--- src/caj_consts.svh ---
// Purpose: Shared constants for the byte/word execution unit
// Assumes: One 100 MHz clock, synchronous active-high reset
// Notes:   Types live in caj_pkg; numbers live here
`ifndef CAJ_CONSTS_SVH
`define CAJ_CONSTS_SVH
`define CAJ_FLAGS_W    6
`define CAJ_FLG_C      0
`define CAJ_FLG_Z      1
`define CAJ_FLG_N      2
`define CAJ_FLG_V      3
`define CAJ_FLG_S      4
`define CAJ_FLG_H      5
`define CAJ_FLAGS_RST  6'h00
`define CAJ_HALF_BIT   3
`define CAJ_MSB8       7
`define CAJ_MSB16      15
`define CAJ_BYTE_ALL   8'hff
`define CAJ_BYTE_ZERO  8'h00
`define CAJ_WORD_ZERO  16'h0000
`define CAJ_CYC_ONE    2'h1
`define CAJ_CYC_TWO    2'h2
`define CAJ_CYC_THREE  2'h3
`define CAJ_REM_RST    2'h0
`define CAJ_PC_STEP    16'h0001
`define CAJ_SKIP_SHORT 16'h0002
`define CAJ_SKIP_LONG  16'h0003
`endif

--- src/caj_pkg.sv ---
// Purpose: Types for the execution unit
// Assumes: Opcode decoded upstream
// Notes:   Constants are in caj_consts.svh
`default_nettype none
package caj_pkg;
    typedef enum logic [4:0] {
        op_sum               = 5'h00,
        op_sum_carry         = 5'h01,
        op_word_immediate_sum = 5'h02,
        op_minus             = 5'h03,
        op_minus_constant    = 5'h04,
        op_minus_with_borrow = 5'h05,
        op_minus_constant_with_borrow = 5'h06,
        op_word_immediate_minus = 5'h07,
        op_conjunction       = 5'h08,
        op_conjunction_with_constant = 5'h09,
        op_disjunction       = 5'h0a,
        op_disjunction_with_constant = 5'h0b,
        op_set_bits_by_mask  = 5'h0c,
        op_clear_bits_by_mask = 5'h0d,
        op_zero_sign_check   = 5'h0e,
        op_pointer_jump      = 5'h0f,
        op_pointer_call      = 5'h10,
        op_compare_skip_equal = 5'h11
    } caj_op_t;
    typedef enum logic {
        caj_st_idle = 1'b0,
        caj_st_busy = 1'b1
    } caj_state_t;
endpackage
`default_nettype wire

--- src/caj_arith_if.sv ---
// Purpose: Operands and results between the core and an adder
// Assumes: Purely combinational path
// Notes:   One instance per adder width
`default_nettype none
interface caj_arith_if #(parameter int W = 8);
    logic [W-1:0] opa;
    logic [W-1:0] opb;
    logic [W-1:0] res;
    logic         cin;
    logic         sub;
    logic         cout;
    logic         ovf;
    logic         half;
    modport drv  (output opa, opb, cin, sub, input res, cout, ovf, half);
    modport unit (input opa, opb, cin, sub, output res, cout, ovf, half);
endinterface
`default_nettype wire

--- src/caj_addsub.sv ---
// Purpose: Add or subtract with carry/borrow in, flag terms out
// Assumes: W at least the half-carry position plus one
// Notes:   cout is the borrow when subtracting
`default_nettype none
`include "caj_consts.svh"
module caj_addsub #(parameter int W = 8) (
    caj_arith_if.unit ar
);
    logic [W:0] wide;
    logic       a;
    logic       b;
    logic       r;
    logic       a3;
    logic       b3;
    logic       r3;
    always_comb begin
        if (ar.sub) begin
            wide = {1'b0, ar.opa} - {1'b0, ar.opb} - {{W{1'b0}}, ar.cin};
        end else begin
            wide = {1'b0, ar.opa} + {1'b0, ar.opb} + {{W{1'b0}}, ar.cin};
        end
        ar.res  = wide[W-1:0];
        ar.cout = wide[W];
        a  = ar.opa[W-1];
        b  = ar.opb[W-1];
        r  = wide[W-1];
        a3 = ar.opa[`CAJ_HALF_BIT];
        b3 = ar.opb[`CAJ_HALF_BIT];
        r3 = wide[`CAJ_HALF_BIT];
        if (ar.sub) begin
            ar.ovf  = (a & ~b & ~r) | (~a & b & r);
            ar.half = (~a3 & b3) | (b3 & r3) | (r3 & ~a3);
        end else begin
            ar.ovf  = (a & b & ~r) | (~a & ~b & r);
            ar.half = (a3 & b3) | (b3 & ~r3) | (~r3 & a3);
        end
    end
endmodule
`default_nettype wire

--- src/caj_logic.sv ---
// Purpose: Byte AND / OR / mask operations
// Assumes: Operand b already chosen by the core
// Notes:   Unlisted opcodes pass a through
`default_nettype none
`include "caj_consts.svh"
module caj_logic (
    input  wire caj_pkg::caj_op_t i_op,
    input  wire logic [7:0]       i_a,
    input  wire logic [7:0]       i_b,
    output logic [7:0]            o_res
);
    always_comb begin
        case (i_op)
            caj_pkg::op_conjunction,
            caj_pkg::op_conjunction_with_constant,
            caj_pkg::op_zero_sign_check: o_res = i_a & i_b;
            caj_pkg::op_disjunction,
            caj_pkg::op_disjunction_with_constant,
            caj_pkg::op_set_bits_by_mask: o_res = i_a | i_b;
            caj_pkg::op_clear_bits_by_mask: o_res = i_a & (`CAJ_BYTE_ALL - i_b);
            default: o_res = i_a;
        endcase
    end
endmodule
`default_nettype wire

--- src/caj_alu_core.sv ---
// Purpose: Execute one instruction: result, flags, PC and timing
// Assumes: Operands stable in the accept cycle; i_skip_long same clock
// Notes:   Results commit on o_done; flags visible the cycle after
`default_nettype none
`include "caj_consts.svh"
module caj_alu_core (
    input  wire logic               i_clk_sys,
    input  wire logic               i_srst,
    input  wire logic               i_op_valid,
    input  wire caj_pkg::caj_op_t   i_op,
    input  wire logic [7:0]         i_rd,
    input  wire logic [7:0]         i_rr,
    input  wire logic [7:0]         i_imm,
    input  wire logic [15:0]        i_pair,
    input  wire logic [15:0]        i_z,
    input  wire logic [15:0]        i_pc,
    input  wire logic               i_skip_long,
    output logic                    o_ready,
    output logic                    o_done,
    output logic                    o_rd_wr,
    output logic [7:0]              o_rd_val,
    output logic                    o_pair_wr,
    output logic [15:0]             o_pair_val,
    output logic                    o_pc_wr,
    output logic [15:0]             o_pc_val,
    output logic                    o_push,
    output logic [15:0]             o_ret_addr,
    output logic [`CAJ_FLAGS_W-1:0] o_flags
);
    caj_pkg::caj_state_t     state_q;
    caj_pkg::caj_state_t     state_d;
    logic [1:0]              rem_q;
    logic [1:0]              rem_d;
    logic [7:0]              res8_q;
    logic [7:0]              res8_d;
    logic [15:0]             res16_q;
    logic [15:0]             res16_d;
    logic [15:0]             pc_q;
    logic [15:0]             pc_d;
    logic [15:0]             ret_q;
    logic [15:0]             ret_d;
    logic                    wr8_q;
    logic                    wr8_d;
    logic                    wr16_q;
    logic                    wr16_d;
    logic                    pcw_q;
    logic                    pcw_d;
    logic                    push_q;
    logic                    push_d;
    logic [`CAJ_FLAGS_W-1:0] flags_q;
    logic [`CAJ_FLAGS_W-1:0] flags_d;
    logic [`CAJ_FLAGS_W-1:0] pflags_q;
    logic [`CAJ_FLAGS_W-1:0] pflags_d;
    logic [`CAJ_FLAGS_W-1:0] cur_flags;
    logic [`CAJ_FLAGS_W-1:0] f;
    logic [7:0]              opnd8;
    logic [7:0]              lg_res;
    logic                    is_const;
    logic                    is_logic;
    logic                    accept;

    caj_arith_if #(.W(8))  a8 ();
    caj_arith_if #(.W(16)) a16 ();

    caj_addsub #(.W(8))  u_add8  (.ar(a8));
    caj_addsub #(.W(16)) u_add16 (.ar(a16));
    caj_logic            u_logic (.i_op(i_op), .i_a(i_rd), .i_b(opnd8), .o_res(lg_res));

    assign o_done  = (state_q == caj_pkg::caj_st_busy) && (rem_q == `CAJ_CYC_ONE);
    // Ready in the finishing cycle keeps one-cycle ops back to back
    assign o_ready = (state_q == caj_pkg::caj_st_idle) || o_done;
    assign accept  = i_op_valid && o_ready;
    // Forward flags still pending so a chained carry op sees them
    assign cur_flags = o_done ? pflags_q : flags_q;

    always_comb begin
        is_const = i_op inside {caj_pkg::op_minus_constant, caj_pkg::op_minus_constant_with_borrow,
                                caj_pkg::op_conjunction_with_constant, caj_pkg::op_disjunction_with_constant,
                                caj_pkg::op_set_bits_by_mask, caj_pkg::op_clear_bits_by_mask};
        is_logic = i_op inside {caj_pkg::op_conjunction, caj_pkg::op_conjunction_with_constant,
                                caj_pkg::op_disjunction, caj_pkg::op_disjunction_with_constant,
                                caj_pkg::op_set_bits_by_mask, caj_pkg::op_clear_bits_by_mask,
                                caj_pkg::op_zero_sign_check};
        if (i_op == caj_pkg::op_zero_sign_check) begin
            opnd8 = i_rd;
        end else if (is_const) begin
            opnd8 = i_imm;
        end else begin
            opnd8 = i_rr;
        end
        a8.opa  = i_rd;
        a8.opb  = opnd8;
        a8.sub  = i_op inside {caj_pkg::op_minus, caj_pkg::op_minus_constant,
                               caj_pkg::op_minus_with_borrow, caj_pkg::op_minus_constant_with_borrow};
        a8.cin  = (i_op inside {caj_pkg::op_sum_carry, caj_pkg::op_minus_with_borrow,
                                caj_pkg::op_minus_constant_with_borrow}) & cur_flags[`CAJ_FLG_C];
        a16.opa = i_pair;
        a16.opb = {`CAJ_BYTE_ZERO, i_imm};
        a16.sub = (i_op == caj_pkg::op_word_immediate_minus);
        a16.cin = 1'b0;
    end

    always_comb begin
        f        = cur_flags;
        state_d  = state_q;
        rem_d    = rem_q;
        res8_d   = res8_q;
        res16_d  = res16_q;
        pc_d     = pc_q;
        ret_d    = ret_q;
        wr8_d    = wr8_q;
        wr16_d   = wr16_q;
        pcw_d    = pcw_q;
        push_d   = push_q;
        pflags_d = pflags_q;
        flags_d  = o_done ? pflags_q : flags_q;
        case (state_q)
            caj_pkg::caj_st_idle: begin
            end
            caj_pkg::caj_st_busy: begin
                rem_d = rem_q - `CAJ_CYC_ONE;
                if (o_done) begin
                    state_d = caj_pkg::caj_st_idle;
                end
            end
            default: begin
            end
        endcase
        if (accept) begin
            state_d = caj_pkg::caj_st_busy;
            rem_d   = `CAJ_CYC_ONE;
            wr8_d   = 1'b0;
            wr16_d  = 1'b0;
            pcw_d   = 1'b0;
            push_d  = 1'b0;
            if (is_logic) begin
                res8_d = lg_res;
                wr8_d  = 1'b1;
                f[`CAJ_FLG_Z] = (lg_res == `CAJ_BYTE_ZERO);
                f[`CAJ_FLG_N] = lg_res[`CAJ_MSB8];
                f[`CAJ_FLG_V] = 1'b0;
                f[`CAJ_FLG_S] = lg_res[`CAJ_MSB8];
            end else begin
                case (i_op)
                    caj_pkg::op_sum,
                    caj_pkg::op_sum_carry,
                    caj_pkg::op_minus,
                    caj_pkg::op_minus_constant,
                    caj_pkg::op_minus_with_borrow,
                    caj_pkg::op_minus_constant_with_borrow: begin
                        res8_d = a8.res;
                        wr8_d  = 1'b1;
                        f[`CAJ_FLG_C] = a8.cout;
                        f[`CAJ_FLG_Z] = (a8.res == `CAJ_BYTE_ZERO);
                        f[`CAJ_FLG_N] = a8.res[`CAJ_MSB8];
                        f[`CAJ_FLG_V] = a8.ovf;
                        f[`CAJ_FLG_S] = a8.res[`CAJ_MSB8] ^ a8.ovf;
                        f[`CAJ_FLG_H] = a8.half;
                    end
                    caj_pkg::op_word_immediate_sum,
                    caj_pkg::op_word_immediate_minus: begin
                        res16_d = a16.res;
                        wr16_d  = 1'b1;
                        rem_d   = `CAJ_CYC_TWO;
                        f[`CAJ_FLG_C] = a16.cout;
                        f[`CAJ_FLG_Z] = (a16.res == `CAJ_WORD_ZERO);
                        f[`CAJ_FLG_N] = a16.res[`CAJ_MSB16];
                        f[`CAJ_FLG_V] = a16.ovf;
                        f[`CAJ_FLG_S] = a16.res[`CAJ_MSB16] ^ a16.ovf;
                    end
                    caj_pkg::op_pointer_jump: begin
                        pc_d  = i_z;
                        pcw_d = 1'b1;
                        rem_d = `CAJ_CYC_TWO;
                    end
                    caj_pkg::op_pointer_call: begin
                        pc_d   = i_z;
                        ret_d  = i_pc + `CAJ_PC_STEP;
                        pcw_d  = 1'b1;
                        push_d = 1'b1;
                        rem_d  = `CAJ_CYC_THREE;
                    end
                    caj_pkg::op_compare_skip_equal: begin
                        pcw_d = 1'b1;
                        // Skip cost depends on the length of the skipped instruction
                        if (i_rd == i_rr) begin
                            pc_d  = i_pc + (i_skip_long ? `CAJ_SKIP_LONG : `CAJ_SKIP_SHORT);
                            rem_d = i_skip_long ? `CAJ_CYC_THREE : `CAJ_CYC_TWO;
                        end else begin
                            pc_d  = i_pc + `CAJ_PC_STEP;
                        end
                    end
                    default: begin
                    end
                endcase
            end
            pflags_d = f;
        end
    end

    always_ff @(posedge i_clk_sys) begin
        if (i_srst) begin
            state_q  <= caj_pkg::caj_st_idle;
            rem_q    <= `CAJ_REM_RST;
            res8_q   <= `CAJ_BYTE_ZERO;
            res16_q  <= `CAJ_WORD_ZERO;
            pc_q     <= `CAJ_WORD_ZERO;
            ret_q    <= `CAJ_WORD_ZERO;
            wr8_q    <= 1'b0;
            wr16_q   <= 1'b0;
            pcw_q    <= 1'b0;
            push_q   <= 1'b0;
            flags_q  <= `CAJ_FLAGS_RST;
            pflags_q <= `CAJ_FLAGS_RST;
        end else begin
            state_q  <= state_d;
            rem_q    <= rem_d;
            res8_q   <= res8_d;
            res16_q  <= res16_d;
            pc_q     <= pc_d;
            ret_q    <= ret_d;
            wr8_q    <= wr8_d;
            wr16_q   <= wr16_d;
            pcw_q    <= pcw_d;
            push_q   <= push_d;
            flags_q  <= flags_d;
            pflags_q <= pflags_d;
        end
    end

    assign o_rd_wr    = o_done & wr8_q;
    assign o_pair_wr  = o_done & wr16_q;
    assign o_pc_wr    = o_done & pcw_q;
    assign o_push     = o_done & push_q;
    assign o_rd_val   = res8_q;
    assign o_pair_val = res16_q;
    assign o_pc_val   = pc_q;
    assign o_ret_addr = ret_q;
    assign o_flags    = flags_q;
endmodule
`default_nettype wire

--- config.mk ---
export PLATFORM = sky130hd
export DESIGN_NAME = caj_alu_core
export DESIGN_NICKNAME = d
export VERILOG_FILES = /design/src/caj_pkg.sv /design/src/caj_arith_if.sv /design/src/caj_addsub.sv /design/src/caj_logic.sv /design/src/caj_alu_core.sv
export VERILOG_INCLUDE_DIRS = /design/src /design/src/src
export SDC_FILE = /design/constraint.sdc
export NUM_CORES = 1
export LEC_CHECK = 0
export ABC_CLOCK_PERIOD_IN_PS = 4000
export BUFFER_PORTS_ARGS = -buffer_cell sky130_fd_sc_hd__buf_2
export CORE_MARGIN = 2
export CORE_UTILIZATION = 50
export CTS_BUF_LIST = sky130_fd_sc_hd__clkbuf_16
export DETAILED_ROUTE_END_ITERATION = 16
export PLACE_DENSITY = 0.89
export SYNTH_ARGS = -nofsm -noshare
export SYNTH_HDL_FRONTEND = slang
export SYNTH_SLANG_ARGS = --single-unit
--- constraint.sdc ---
create_clock -name i_clk_sys -period 4 [get_ports i_clk_sys]
set_input_delay 0.6 -clock i_clk_sys [delete_from_list [all_inputs] [get_ports i_clk_sys]]
set_output_delay 0.6 -clock i_clk_sys [all_outputs]
set_load 0.03 [all_outputs]
==> key figures, run 1 <==
Clock tree
  – H-tree levels: 3
  – Worst-skew pair later-pin latency: 330 ps
  – Post-CTS setup buffer count: 0
  – Maximum buffer depth of the clock tree: 2
  – CTS root buf: clkbuf_16
  – Sink Count: 75
  – Total CTS buffers: 9
  – CTS tree: done
  – Clock slew at reported path FFs: 60 ps

Final layout
  – Most frequent cells in the layout: 148 x buf_2, 119 x nor2_1, 92 x buf_4
  – Final core utilization: 0.661
  – Final nets: 1203
  – Layout cells sized above 1: 0.268
  – Most common cell after layout, fill and taps aside: buf_2
  – Post-Layout Cell Count: 1243
  – Finished Cell Area: 8300 um2
  – Syn-to-layout area delta: 29.4%
  – Antenna Cells: 0

Placement
  – Post-DP Area: 7970 um2
  – Final GP Congestion: 0.979
  – IO Port Bufs: 148
  – Pre-CTS setup slack: -66.5 ps
  – Placed insts: 1227
  – DP HPWL: 15900 um

Timing
  – Min cycle time layout: 3740 ps
  – Final period util: 0.935
  – Fin. Hold Viols: 0
  – Slew Viols, Final: 0
  – Worst-Margin Slew: 989 ps
  – Final Setup Violations: 0
  – Max Clock Skew: 3.32 ps
  – Maximum clock frequency: 267 MHz
  – Relative slew margins: 0.340
  – Unrepaired setup endpoints after global routing: false
  – Setup_tns: 0 ps
  – Setup WS post-layout: 260 ps

Floorplan
  – I/O pin cnt: 149
  – FP Rows: 41
  – CORE AREA: 12600 um2
  – Die ar.: 13800 um2
  – Initial Util: 0.511
  – Die Height: 117 um
  – Die Wd: 117 um

Worst setup path
  – Crit path launch type: input port
  – Critical Path RT: 4260 ps
  – Start of the worst register-to-register path: rem_q[1]
  – FF-to-FF End: pflags_q[0]
  – Worst reg2reg path depth: 20
  – Arrival time at the worst endpoint: 4000 ps
  – Crit Path Max Fanout: 7
  – Crit path kind: input port to flip-flop
  – Critical Path Sink Type: flip-flop
  – R2R setup slack: 290 ps

Drt
  – Via count: 7125
  – # DRC: 0
  – DRT iter0 DRCs: 682
  – DRT Pass-1 Iters: 6
  – DR WL met3: 1370 um
  – Antenna-violating nets left: 0
  – Met2 WL post-DR: 9360 um
  – M1 WL: 8870 um
  – Post-DR wirelength/cell: 16.3 um
  – Max layer used: met4
  – Vias/cell: 5.73
  – Routed Wire Length: 20300 um

Power and ir drop
  – VDD IR-drop max: 0.374 mV
  – Cell Pwr Density: 303 nW/um2
  – Leak pwr: 3.78 nW

Logic synthesis
  – Synth Flop Type: dfxtp_1
  – Post-Synthesis Cells: 859
  – Synth Net Count: 996
  – Mapped Area: 6420 um2
  – Async set-or-reset flop fraction in the synthesized netlist: 0
  – Synth cell types: 66
  – Register bit total from synthesis: 75
  – Mean area per synthesized cell: 7.47 um2
  – Post-synth EDFFs: 0
  – Post-synthesis sequential area ratio: 0.234
  – Syn. warnings: 0

Global route
  – Global route overflow: 0
  – Initial antenna violation count: 0
  – Pin count of the biggest net entering global routing: 67
  – All-Layer GR Usage: 0.289
  – First-pass GRT wire length: 31500 um
  – Vias in the first global route: 6477

Min path
  – Hold path start: o_rd_val[3]
  – Hold path depth: 2
  – WHS Endpoint: o_rd_val[3]
  – Hold crit path type: flip-flop to flip-flop

Outcome
  – Outcome: finished clean

Run
  – Max Cap Viol: 0
==> how the worst max path moves through the flow <==
| stage | depth (start not counted) | startpoint | endpoint |
|---|---|---|---|
| 6_report | 16 | i_op[2] | pflags_q[0] |
| 5_1_grt | 16 | i_op[2] | pflags_q[4] |
| 3_3_place_gp | 16 | i_op[2] | pflags_q[4] |
| 4_1_cts | 20 | rem_q[1] | pflags_q[0] |
| 3_5_place_dp | 18 | i_imm[4] | pflags_q[1] |
| 2_1_floorplan | 18 | i_op[3] | pflags_q[1] |
==> flip-flops by register name, summed over array words and instances (netlist names) <==
name	count
rem_q	2
o_flags	6
o_pc_val	16
pflags_q	6
o_pair_val	16
wr16_q	1
state_q	1
o_ret_addr	16
wr8_q	1
pcw_q	1
push_q	1
o_rd_val	8
==> timing repair <==
| item | in CTS | in global routing |
|---|---|---|
| resized for setup | 0 | 8 |
| hold buffers | 0 | 0 |
| setup endpoints to repair | 0 | 7 |
==> synthesized netlist by cell type, drive strengths merged, types with 8 or more instances <==
cell type | instances | area share
o41ai | 9 | 0.012
a31oi | 10 | 0.0097
inv | 46 | 0.027
nand2b | 12 | 0.012
a21o | 13 | 0.015
a311oi | 8 | 0.013
buf | 11 | 0.011
dfxtp | 75 | 0.23
o211ai | 9 | 0.011
a21oi | 78 | 0.061
a211oi | 39 | 0.049
nor3 | 30 | 0.024
xor2 | 21 | 0.029
nand2 | 79 | 0.046
mux2i | 19 | 0.032
or3 | 9 | 0.0088
and3 | 10 | 0.011
ha | 52 | 0.10
xnor2 | 44 | 0.060
clkbuf | 34 | 0.020
o21ai | 31 | 0.024
nor4 | 12 | 0.012
nor2 | 119 | 0.070
nand3 | 12 | 0.0094
==> critical path: stages <==
cell,delay [ps]
buf_2,140
and3_4,180
or3_1,460
buf_4,200
a311oi_2,390
ha_1,320
inv_1,90
ha_1,280
a21oi_1,140
o21ai_1,110
a21o_1,200
a21oi_1,200
xor2_1,170
o21ai_0,120
a2111oi_2,250
o21bai_1,150
==> stage by stage <==
stage / hold WS [ps] / power [mW]
finish: 446 / 2.51
global route: 470 / 2.63
CTS: 450 / 2.49
detailed placement: 444 / 1.65
global placement: 436 / 1.63
floorplan: 432 / 1.34
==> kinds of logic after synthesis <==
| group | share of synthesized area |
|---|---|
| mux | 0.0351 |
| xor+xnor | 0.0887 |
| fa+ha+maj | 0.114 |
| compound gates | 0.233 |
| simple gates | 0.238 |
| flops | 0.234 |
| buf+inv | 0.0577 |
==> final cells by class <==
| class | instances | area (um2) |
|---|---|---|
| Clock inverter | 7 | 83.8 |
| Timing Repair Buffer | 241 | 1450 |
| Clock buffer | 9 | 225 |
| Tap cell | 172 | 215 |
| Inverter | 46 | 173 |
| Fill cell | 1053 | 4260 |
| Multi-Input combinational cell | 693 | 4650 |
| Sequential cell | 75 | 1500 |
==> routing by layer <==
layer  track usage  vias up
met5             0        -
met4         0.104        0
met3        0.0618       58
met2         0.467      286
met1         0.381     3318
li1              -     3463
==> report_power, final <==
part           switching (mW)  internal, mW  leakage [nW]
Sequential             0.0112         0.768         0.607
Clock                   0.306         0.538         0.152
Combinational           0.503         0.388          3.02
Note: power is estimated with default switching activity, not from simulation.
==> run 2: changes to the inputs <==
--- a/config.mk
+++ b/config.mk
@@ -12,6 +12,7 @@
 export CORE_UTILIZATION = 50
 export CTS_BUF_LIST = sky130_fd_sc_hd__clkbuf_16
 export DETAILED_ROUTE_END_ITERATION = 16
+export GPL_TIMING_DRIVEN = 0
 export PLACE_DENSITY = 0.89
 export SYNTH_ARGS = -nofsm -noshare
 export SYNTH_HDL_FRONTEND = slang
==> run 2 against run 1 <==
Sequential cell count unchanged. Sequential power about the same. Critical path depth down 1. Largest cell class unchanged. Largest power group unchanged.
==> key figures, run 2 (same netlist as run 1, synthesis figures left out) <==
Worst setup path
  – Cell breakdown of the critical path: buf_4 -> mux2i_4 -> or3_4 -> buf_8 -> mux2i_4 -> o21a_2 -> inv_1 -> ha_1 -> o311a_1 -> or4b_1 -> nand3_1 -> nor4_1 -> a31oi_1 -> o41ai_4 -> a41o_1
  – Worst reg2reg path depth: 17 (-15%)
  – Start of the worst register-to-register path: rem_q[0]
  – Slowest cell on the critical path: or4b_1
  – Family with the most delay on the worst path: compound AO/OA/AOI/OAI gates
  – Arrival time at the worst endpoint: 4090 ps (+90 ps)
  – Critical Path Sink Type: flip-flop
  – Worst Setup SP: i_op[0]
  – Bufs and invs on worst path: 3 (unchanged)
  – CP most frequent cell: mux2i_4
  – FF-to-FF End: pflags_q[4]
  – Crit path launch type: input port
  – Crit. path cell count: 15 (-1)
  – Crit path to: pflags_q[1]
  – Crit Path Max Fanout: 8 (+1)
  – Critical Path RT: 4220 ps (-40 ps)
  – Crit path kind: input port to flip-flop
  – R2R setup slack: 280 ps (about the same)
  – Max stage delay on crit path: 520 ps (+60 ps)

Global route
  – Pin count of the biggest net entering global routing: 13 (-81%)
  – Vias in the first global route: 6618 (+2.2%)
  – All-Layer GR Usage: 0.290 (+0.00142)
  – Global route overflow: 0 (unchanged)
  – Initial antenna violation count: 0 (unchanged)
  – First-pass GRT wire length: 31900 um (+1.2%)

Timing
  – Min Hold Slack: 449 ps (+3.35 ps)
  – Final Setup Violations: 0 (unchanged)
  – Max Clock Skew: 9.29 ps (+5.96 ps)
  – Slew Viols, Final: 0 (unchanged)
  – Maximum clock frequency: 258 MHz (-3.3%)
  – Worst-Margin Slew: 885 ps (-104 ps)
  – Relative slew margins: 0.402 (+0.0612)
  – Unrepaired setup endpoints after global routing: true
  – Final period util: 0.967 (+0.0322)
  – Setup WS post-layout: 131 ps (-129 ps)
  – Min cycle time layout: 3870 ps (+129 ps)
  – Fin. Hold Viols: 0 (unchanged)

Floorplan
  – Die Height: 117 um (unchanged)
  – Initial Util: 0.511 (unchanged)
  – Die Wd: 117 um (unchanged)
  – CORE AREA: 12600 um2 (unchanged)
  – I/O pin cnt: 149 (unchanged)
  – FP Rows: 41 (unchanged)
  – Die ar.: 13800 um2 (unchanged)

Final layout
  – Antenna Cells: 0 (unchanged)
  – Most common cell after layout, fill and taps aside: buf_2
  – Most frequent cells in the layout: 147 x buf_2, 116 x nor2_1, 76 x nand2_1
  – Area of the multi-input gates: 4840 um2 (+4.0%)
  – Final nets: 1164 (-3.2%)
  – Fill count: 1019 (-3.2%)
  – Finished Cell Area: 8120 um2 (-2.2%)
  – FF/Latch Area: 1500 um2 (unchanged)
  – Final core utilization: 0.646 (-0.0146)
  – Layout cells sized above 1: 0.240 (-0.0282)
  – Syn-to-layout area delta: 26.5%

Clock tree
  – Total CTS buffers: 9 (unchanged)
  – Worst-skew pair later-pin latency: 330 ps (about the same)
  – H-tree levels: 3 (unchanged)
  – CTS root buf: clkbuf_16
  – Hold_buf cts: 0 (unchanged)
  – Maximum buffer depth of the clock tree: 2 (unchanged)
  – Clock slew at reported path FFs: 60 ps (about the same)
  – Sink Count: 75 (unchanged)
  – CTS tree: done

Run
  – Max Cap Viol: 0 (unchanged)

Placement
  – Pre-CTS setup slack: -819 ps (-753 ps)
  – DP HPWL: 15700 um (-1.1%)
  – Final GP Congestion: 1.01 (+3.3%)
  – IO Port Bufs: 143 (-3.4%)
  – Post-DP Area: 7410 um2 (-7.0%)

Power and ir drop
  – Cell Pwr Density: 307 nW/um2 (+1.5%)
  – VDD IR-drop max: 0.176 mV (-53%)
  – Leak pwr: 3.53 nW (-6.5%)

Min path
  – Hold crit path type: flip-flop to flip-flop

Drt
  – Routed Wire Length: 20700 um (+2.0%)
  – # DRC: 0 (unchanged)
  – Antenna-violating nets left: 0 (unchanged)
  – Via count: 7231 (+1.5%)
  – Post-DR wirelength/cell: 17.2 um (+5.5%)
  – DRT Pass-1 Iters: 6 (unchanged)
  – Vias/cell: 6.02 (+4.9%)
  – DRT iter0 DRCs: 751 (+10%)

Outcome
  – Outcome: finished clean
run 2: area by class of cell:
type,count,share of cell area
sequential,75,0.185
inverter,46,0.0213
tap,172,0.0265
clock buffer,9,0.0277
timing repair buffer,161,0.106
clock inverter,5,0.00986
multi-input combinational,693,0.596
buffer,41,0.0271
run 2: power breakdown:
part	switching (mW)	internal [mW]	leakage (nW)	total, mW
Sequential	0.0138	0.768	0.607	0.782
Clock	0.307	0.538	0.143	0.845
Combinational	0.517	0.353	2.78	0.870
run 2: worst min path at each step:
stage	start	end	slack [ps]	depth (start not counted)
floorplan	pflags_q[1]	o_flags[1]	430	2
global placement	o_rd_val[5]	o_rd_val[5]	440	2
detailed placement	o_rd_val[3]	o_rd_val[3]	440	2
CTS	o_rd_val[3]	o_rd_val[3]	450	2
global route	o_rd_val[3]	o_rd_val[3]	470	2
finish	o_rd_val[3]	o_rd_val[3]	450	2
run 2: worst min-delay path, stage by stage (launching register included):
cell and delay, ps:
dfxtp_1 300, nand2_1 50, a21oi_1 50
run 2: metal layers:
| layer | vias up | part of all wire | wire length (um) | track usage |
|---|---|---|---|---|
| li1 | 3397 | - | - | - |
| met1 | 3357 | 0.42 | 8650 | 0.382 |
| met4 | 0 | 0.038 | 786 | 0.111 |
| met3 | 69 | 0.099 | 2040 | 0.0649 |
| met2 | 408 | 0.45 | 9230 | 0.465 |
| met5 | - | 0 | 0 | 0 |
run 2: what timing repair did:
action | CTS | global route
gates resized for setup | 28 | 40
gates cloned | 1 | 0
endpoints found under the setup margin | 10 | 10
pin swaps | 12 | 13
setup buffers | 8 | 9
run 2: per-stage QoR:
stage	instances	TNS, ps	total power, mW
floorplan	859	0	1.34
CTS	1196	-12.8	2.44
global route	1202	-69.9	2.60
detailed placement	1174	-6410	1.55
finish	1202	0	2.50
global placement	1174	-5320	1.54
==> run 3: changes to the inputs <==
--- a/config.mk
+++ b/config.mk
@@ -6,10 +6,12 @@
 export SDC_FILE = /design/constraint.sdc
 export NUM_CORES = 1
 export LEC_CHECK = 0
+export ABC_AREA = 1
 export ABC_CLOCK_PERIOD_IN_PS = 4000
 export BUFFER_PORTS_ARGS = -buffer_cell sky130_fd_sc_hd__buf_2
+export CAP_MARGIN = 20
 export CORE_MARGIN = 2
-export CORE_UTILIZATION = 50
+export CORE_UTILIZATION = 51
 export CTS_BUF_LIST = sky130_fd_sc_hd__clkbuf_16
 export DETAILED_ROUTE_END_ITERATION = 16
 export GPL_TIMING_DRIVEN = 0
==> run 3 against run 2 <==
Synthesized area is 9.0% higher. Setup slack improved by 260 ps. Non-clock buffer count decreased by 23. Worst hold slack improved by 20 ps. Synthesized cell count grew 29%. Final cell count increased by 20%. Sequential power about the same. Combinational power is 9.3% lower. Global-route usage rose by 0.79 points. Clock power grew 0.9%. Clock skew shrank 2.3 ps. Clock-buffer cell count unchanged. Critical path type unchanged. Critical endpoint unchanged. Largest cell class unchanged.
==> key figures, run 3 <==
Clock tree
  – Maximum buffer depth of the clock tree: 2 (unchanged)
  – H-tree levels: 3 (unchanged)
  – Sink Count: 75 (unchanged)
  – CTS tree: done
  – Total CTS buffers: 9 (unchanged)
  – Clock slew at reported path FFs: 70 ps (about the same)
  – CTS root buf: clkbuf_16
  – Hold_buf cts: 0 (unchanged)
  – Worst-skew pair later-pin latency: 340 ps (about the same)

Outcome
  – Outcome: finished clean

Final layout
  – Most frequent cells in the layout: 222 x nand2_1, 153 x buf_2, 142 x inv_1
  – Layout cells sized above 1: 0.184 (-0.0561)
  – Syn-to-layout area delta: 17.9%
  – Final nets: 1395 (+20%)
  – Antenna Cells: 0 (unchanged)
  – Final core utilization: 0.618 (-0.0278)
  – Most common cell after layout, fill and taps aside: nand2_1

Timing
  – Fin. Hold Viols: 0 (unchanged)
  – Maximum clock frequency: 277 MHz (+7.1%)
  – Final Setup Violations: 0 (unchanged)
  – Max Clock Skew: 6.98 ps (-2.31 ps)
  – Relative slew margins: 0.579 (+0.178)
  – Slew Viols, Final: 0 (unchanged)
  – Unrepaired setup endpoints after global routing: false
  – Worst-Margin Slew: 624 ps (-261 ps)
  – Final period util: 0.903 (-0.0639)
  – Min cycle time layout: 3610 ps (-256 ps)

Logic synthesis
  – Count leader, synth: nand2_1
  – Area leader, netlist: dfxtp_1
  – Post-synth EDFFs: 0 (unchanged)
  – Post-Synthesis Cells: 1104 (+29%)
  – Async set-or-reset flop fraction in the synthesized netlist: 0 (unchanged)
  – Mean area per synthesized cell: 6.34 um2 (-15%)
  – Synth top cells by count: 222 x nand2_1, 142 x inv_1, 128 x nor2_1
  – Post-synthesis sequential area ratio: 0.215 (-0.0194)
  – Synth Flop Type: dfxtp_1
  – Area share of the largest cell type after synthesis: 0.215 (-0.0194)
  – Register bit total from synthesis: 75 (unchanged)
  – Synth cell types: 47 (-29%)
  – Synth Net Count: 1241 (+25%)
  – Synth top area cells: dfxtp_1 21%, nand2_1 12%, ha_1 9.3%
  – Syn. warnings: 0 (unchanged)
  – Mapped Area: 7000 um2 (+9.0%)

Drt
  – DRT iter0 DRCs: 722 (-3.9%)
  – # DRC: 0 (unchanged)
  – Post-DR wirelength/cell: 15.1 um (-12%)
  – DRT Pass-1 Iters: 6 (unchanged)
  – Routed Wire Length: 21800 um (+5.0%)
  – Antenna-violating nets left: 0 (unchanged)
  – Vias/cell: 5.55 (-7.7%)
  – Via count: 7992 (+11%)

Global route
  – Initial antenna violation count: 0 (unchanged)
  – Vias in the first global route: 7370 (+11%)
  – Pin count of the biggest net entering global routing: 16 (+3)
  – Global route overflow: 0 (unchanged)
  – All-Layer GR Usage: 0.298 (+0.00791)
  – First-pass GRT wire length: 35300 um (+11%)

Power and ir drop
  – Tot Pwr: 2.42 mW (-2.9%)
  – VDD IR-drop max: 0.230 mV (+31%)
  – Leak pwr: 4.36 nW (+24%)
  – Cell Pwr Density: 294 nW/um2 (-4.5%)

Floorplan
  – Die Height: 121 um (+3.3%)
  – I/O pin cnt: 149 (unchanged)
  – FP Rows: 42 (+2.4%)
  – Die Wd: 121 um (+3.3%)
  – CORE AREA: 13300 um2 (+6.2%)
  – Initial Util: 0.524 (+0.0137)
  – Die ar.: 14700 um2 (+6.7%)

Min path
  – WHS Endpoint: o_rd_val[3]
  – Hold path start: o_rd_val[3]
  – Hold crit path type: flip-flop to flip-flop
  – Hold path depth: 2 (unchanged)

Worst setup path
  – Arrival time at the worst endpoint: 3910 ps (-180 ps)
  – Crit Path Max Fanout: 10 (+2)
  – Start of the worst register-to-register path: rem_q[0]
  – Crit path kind: input port to flip-flop
  – Critical Path RT: 4290 ps (+70 ps)
  – R2R setup slack: 430 ps (+150 ps)
  – FF-to-FF End: pflags_q[1]
  – Critical Path Sink Type: flip-flop
  – Worst reg2reg path depth: 27 (+10)
  – Crit path launch type: input port

Run
  – Max Cap Viol: 0 (unchanged)

Placement
  – Final GP Congestion: 1.00 (-0.99%)
  – IO Port Bufs: 142 (-0.70%)
  – DP HPWL: 17300 um (+10%)
-- run 3: cell count changes in the layout (fill, tap and decap cells not counted), sizes merged, moves of 31 or more --
cell and delta:
a211oi -39, inv +113, nand2 +152, nand3 +68, o21ai +66, xnor2 -31
-- run 3: cell families (layout without fill, tap and decap cells) --
| group | after synthesis | after routing | synth area share |
|---|---|---|---|
| adders and majority gates | 56 | 56 | 0.104 |
| xor gates and xnor gates | 46 | 46 | 0.0576 |
| and+or+nand+nor | 509 | 509 | 0.328 |
| buffers and inverters | 192 | 351 | 0.113 |
| AOI/OAI and AO/OA | 220 | 220 | 0.175 |
| DFF | 75 | 75 | 0.215 |
| muxes | 6 | 6 | 0.00858 |
-- run 3: final cells by class --
class | instances | area (um2)
clock inverter | 7 | 83.8
clock buffer | 9 | 225
sequential | 75 | 1500
timing repair buffer | 143 | 718
fill | 1285 | 5090
tap | 176 | 220
inverter | 156 | 591
buffer | 36 | 198
multi-input combinational | 837 | 4720
-- run 3: worst max path at each step --
| stage | slack [ps] | start | depth (start not counted) | endpoint |
|---|---|---|---|---|
| after CTS | 330 | i_op[4] | 30 | pflags_q[1] |
| after global routing | 9 | i_op[1] | 31 | pflags_q[1] |
| after floorplan | 520 | i_op[0] | 28 | pflags_q[1] |
| final | 390 | i_op[4] | 25 | pflags_q[1] |
| after global placement | 50 | i_op[4] | 30 | pflags_q[1] |
| after detailed placement | -20 | i_op[4] | 30 | pflags_q[1] |
-- run 3: where the power goes --
part | total, mW | leakage, nW | internal (mW) | switching, mW
registers | 0.781 | 0.607 | 0.769 | 0.0120
clock network | 0.853 | 0.149 | 0.494 | 0.359
logic | 0.789 | 3.61 | 0.274 | 0.516
total | 2.42 | 4.36 | 1.54 | 0.887
-- run 3: per-layer routing --
metal / up-vias / share of wire / GRT usage / routed length (um)
li1: 3921 / - / - / -
met1: 3621 / 0.40 / 0.370 / 8760
met2: 383 / 0.48 / 0.517 / 10400
met3: 67 / 0.084 / 0.0470 / 1820
met4: 0 / 0.036 / 0.115 / 785
met5: - / 0 / 0 / 0
-- run 3: metrics by stage --
step / TNS (ps) / std cells / cell area (um2) / setup WS, ps / hold WS, ps
final: 0 / 1439 / 8250 / 387 / 469
after global routing: 0 / 1439 / 8250 / 8.60 / 482
after CTS: 0 / 1438 / 8240 / 328 / 466
after detailed placement: -17.1 / 1422 / 7930 / -17.1 / 455
after global placement: 0 / 1422 / 7930 / 52.3 / 453
after floorplan: 0 / 1104 / 7000 / 525 / 445
-- run 3: critical path, cell delays in order --
cell and delay (ps):
buf_2 140, nor2_4 130, buf_4 170, inv_2 60, nor2_4 90, nand2_1 120, buf_2 200, nand2_1 80
xor2_1 240, ha_1 360, a21oi_1 240, nand2_1 130, nand2_1 100, nand2_1 110, nand3b_1 140, nand3_1 80
nand2_1 230, nand2_1 100, nor2_1 120, nand3_1 140, nand3_1 100, nand2_1 50, nand3_1 80, nand2_1 50
inv_1 50
-- run 3: what timing repair did --
item                                    CTS  global route
buffers inserted                          0             1
endpoints found under the setup margin    0             3
gates resized for setup                   0             1
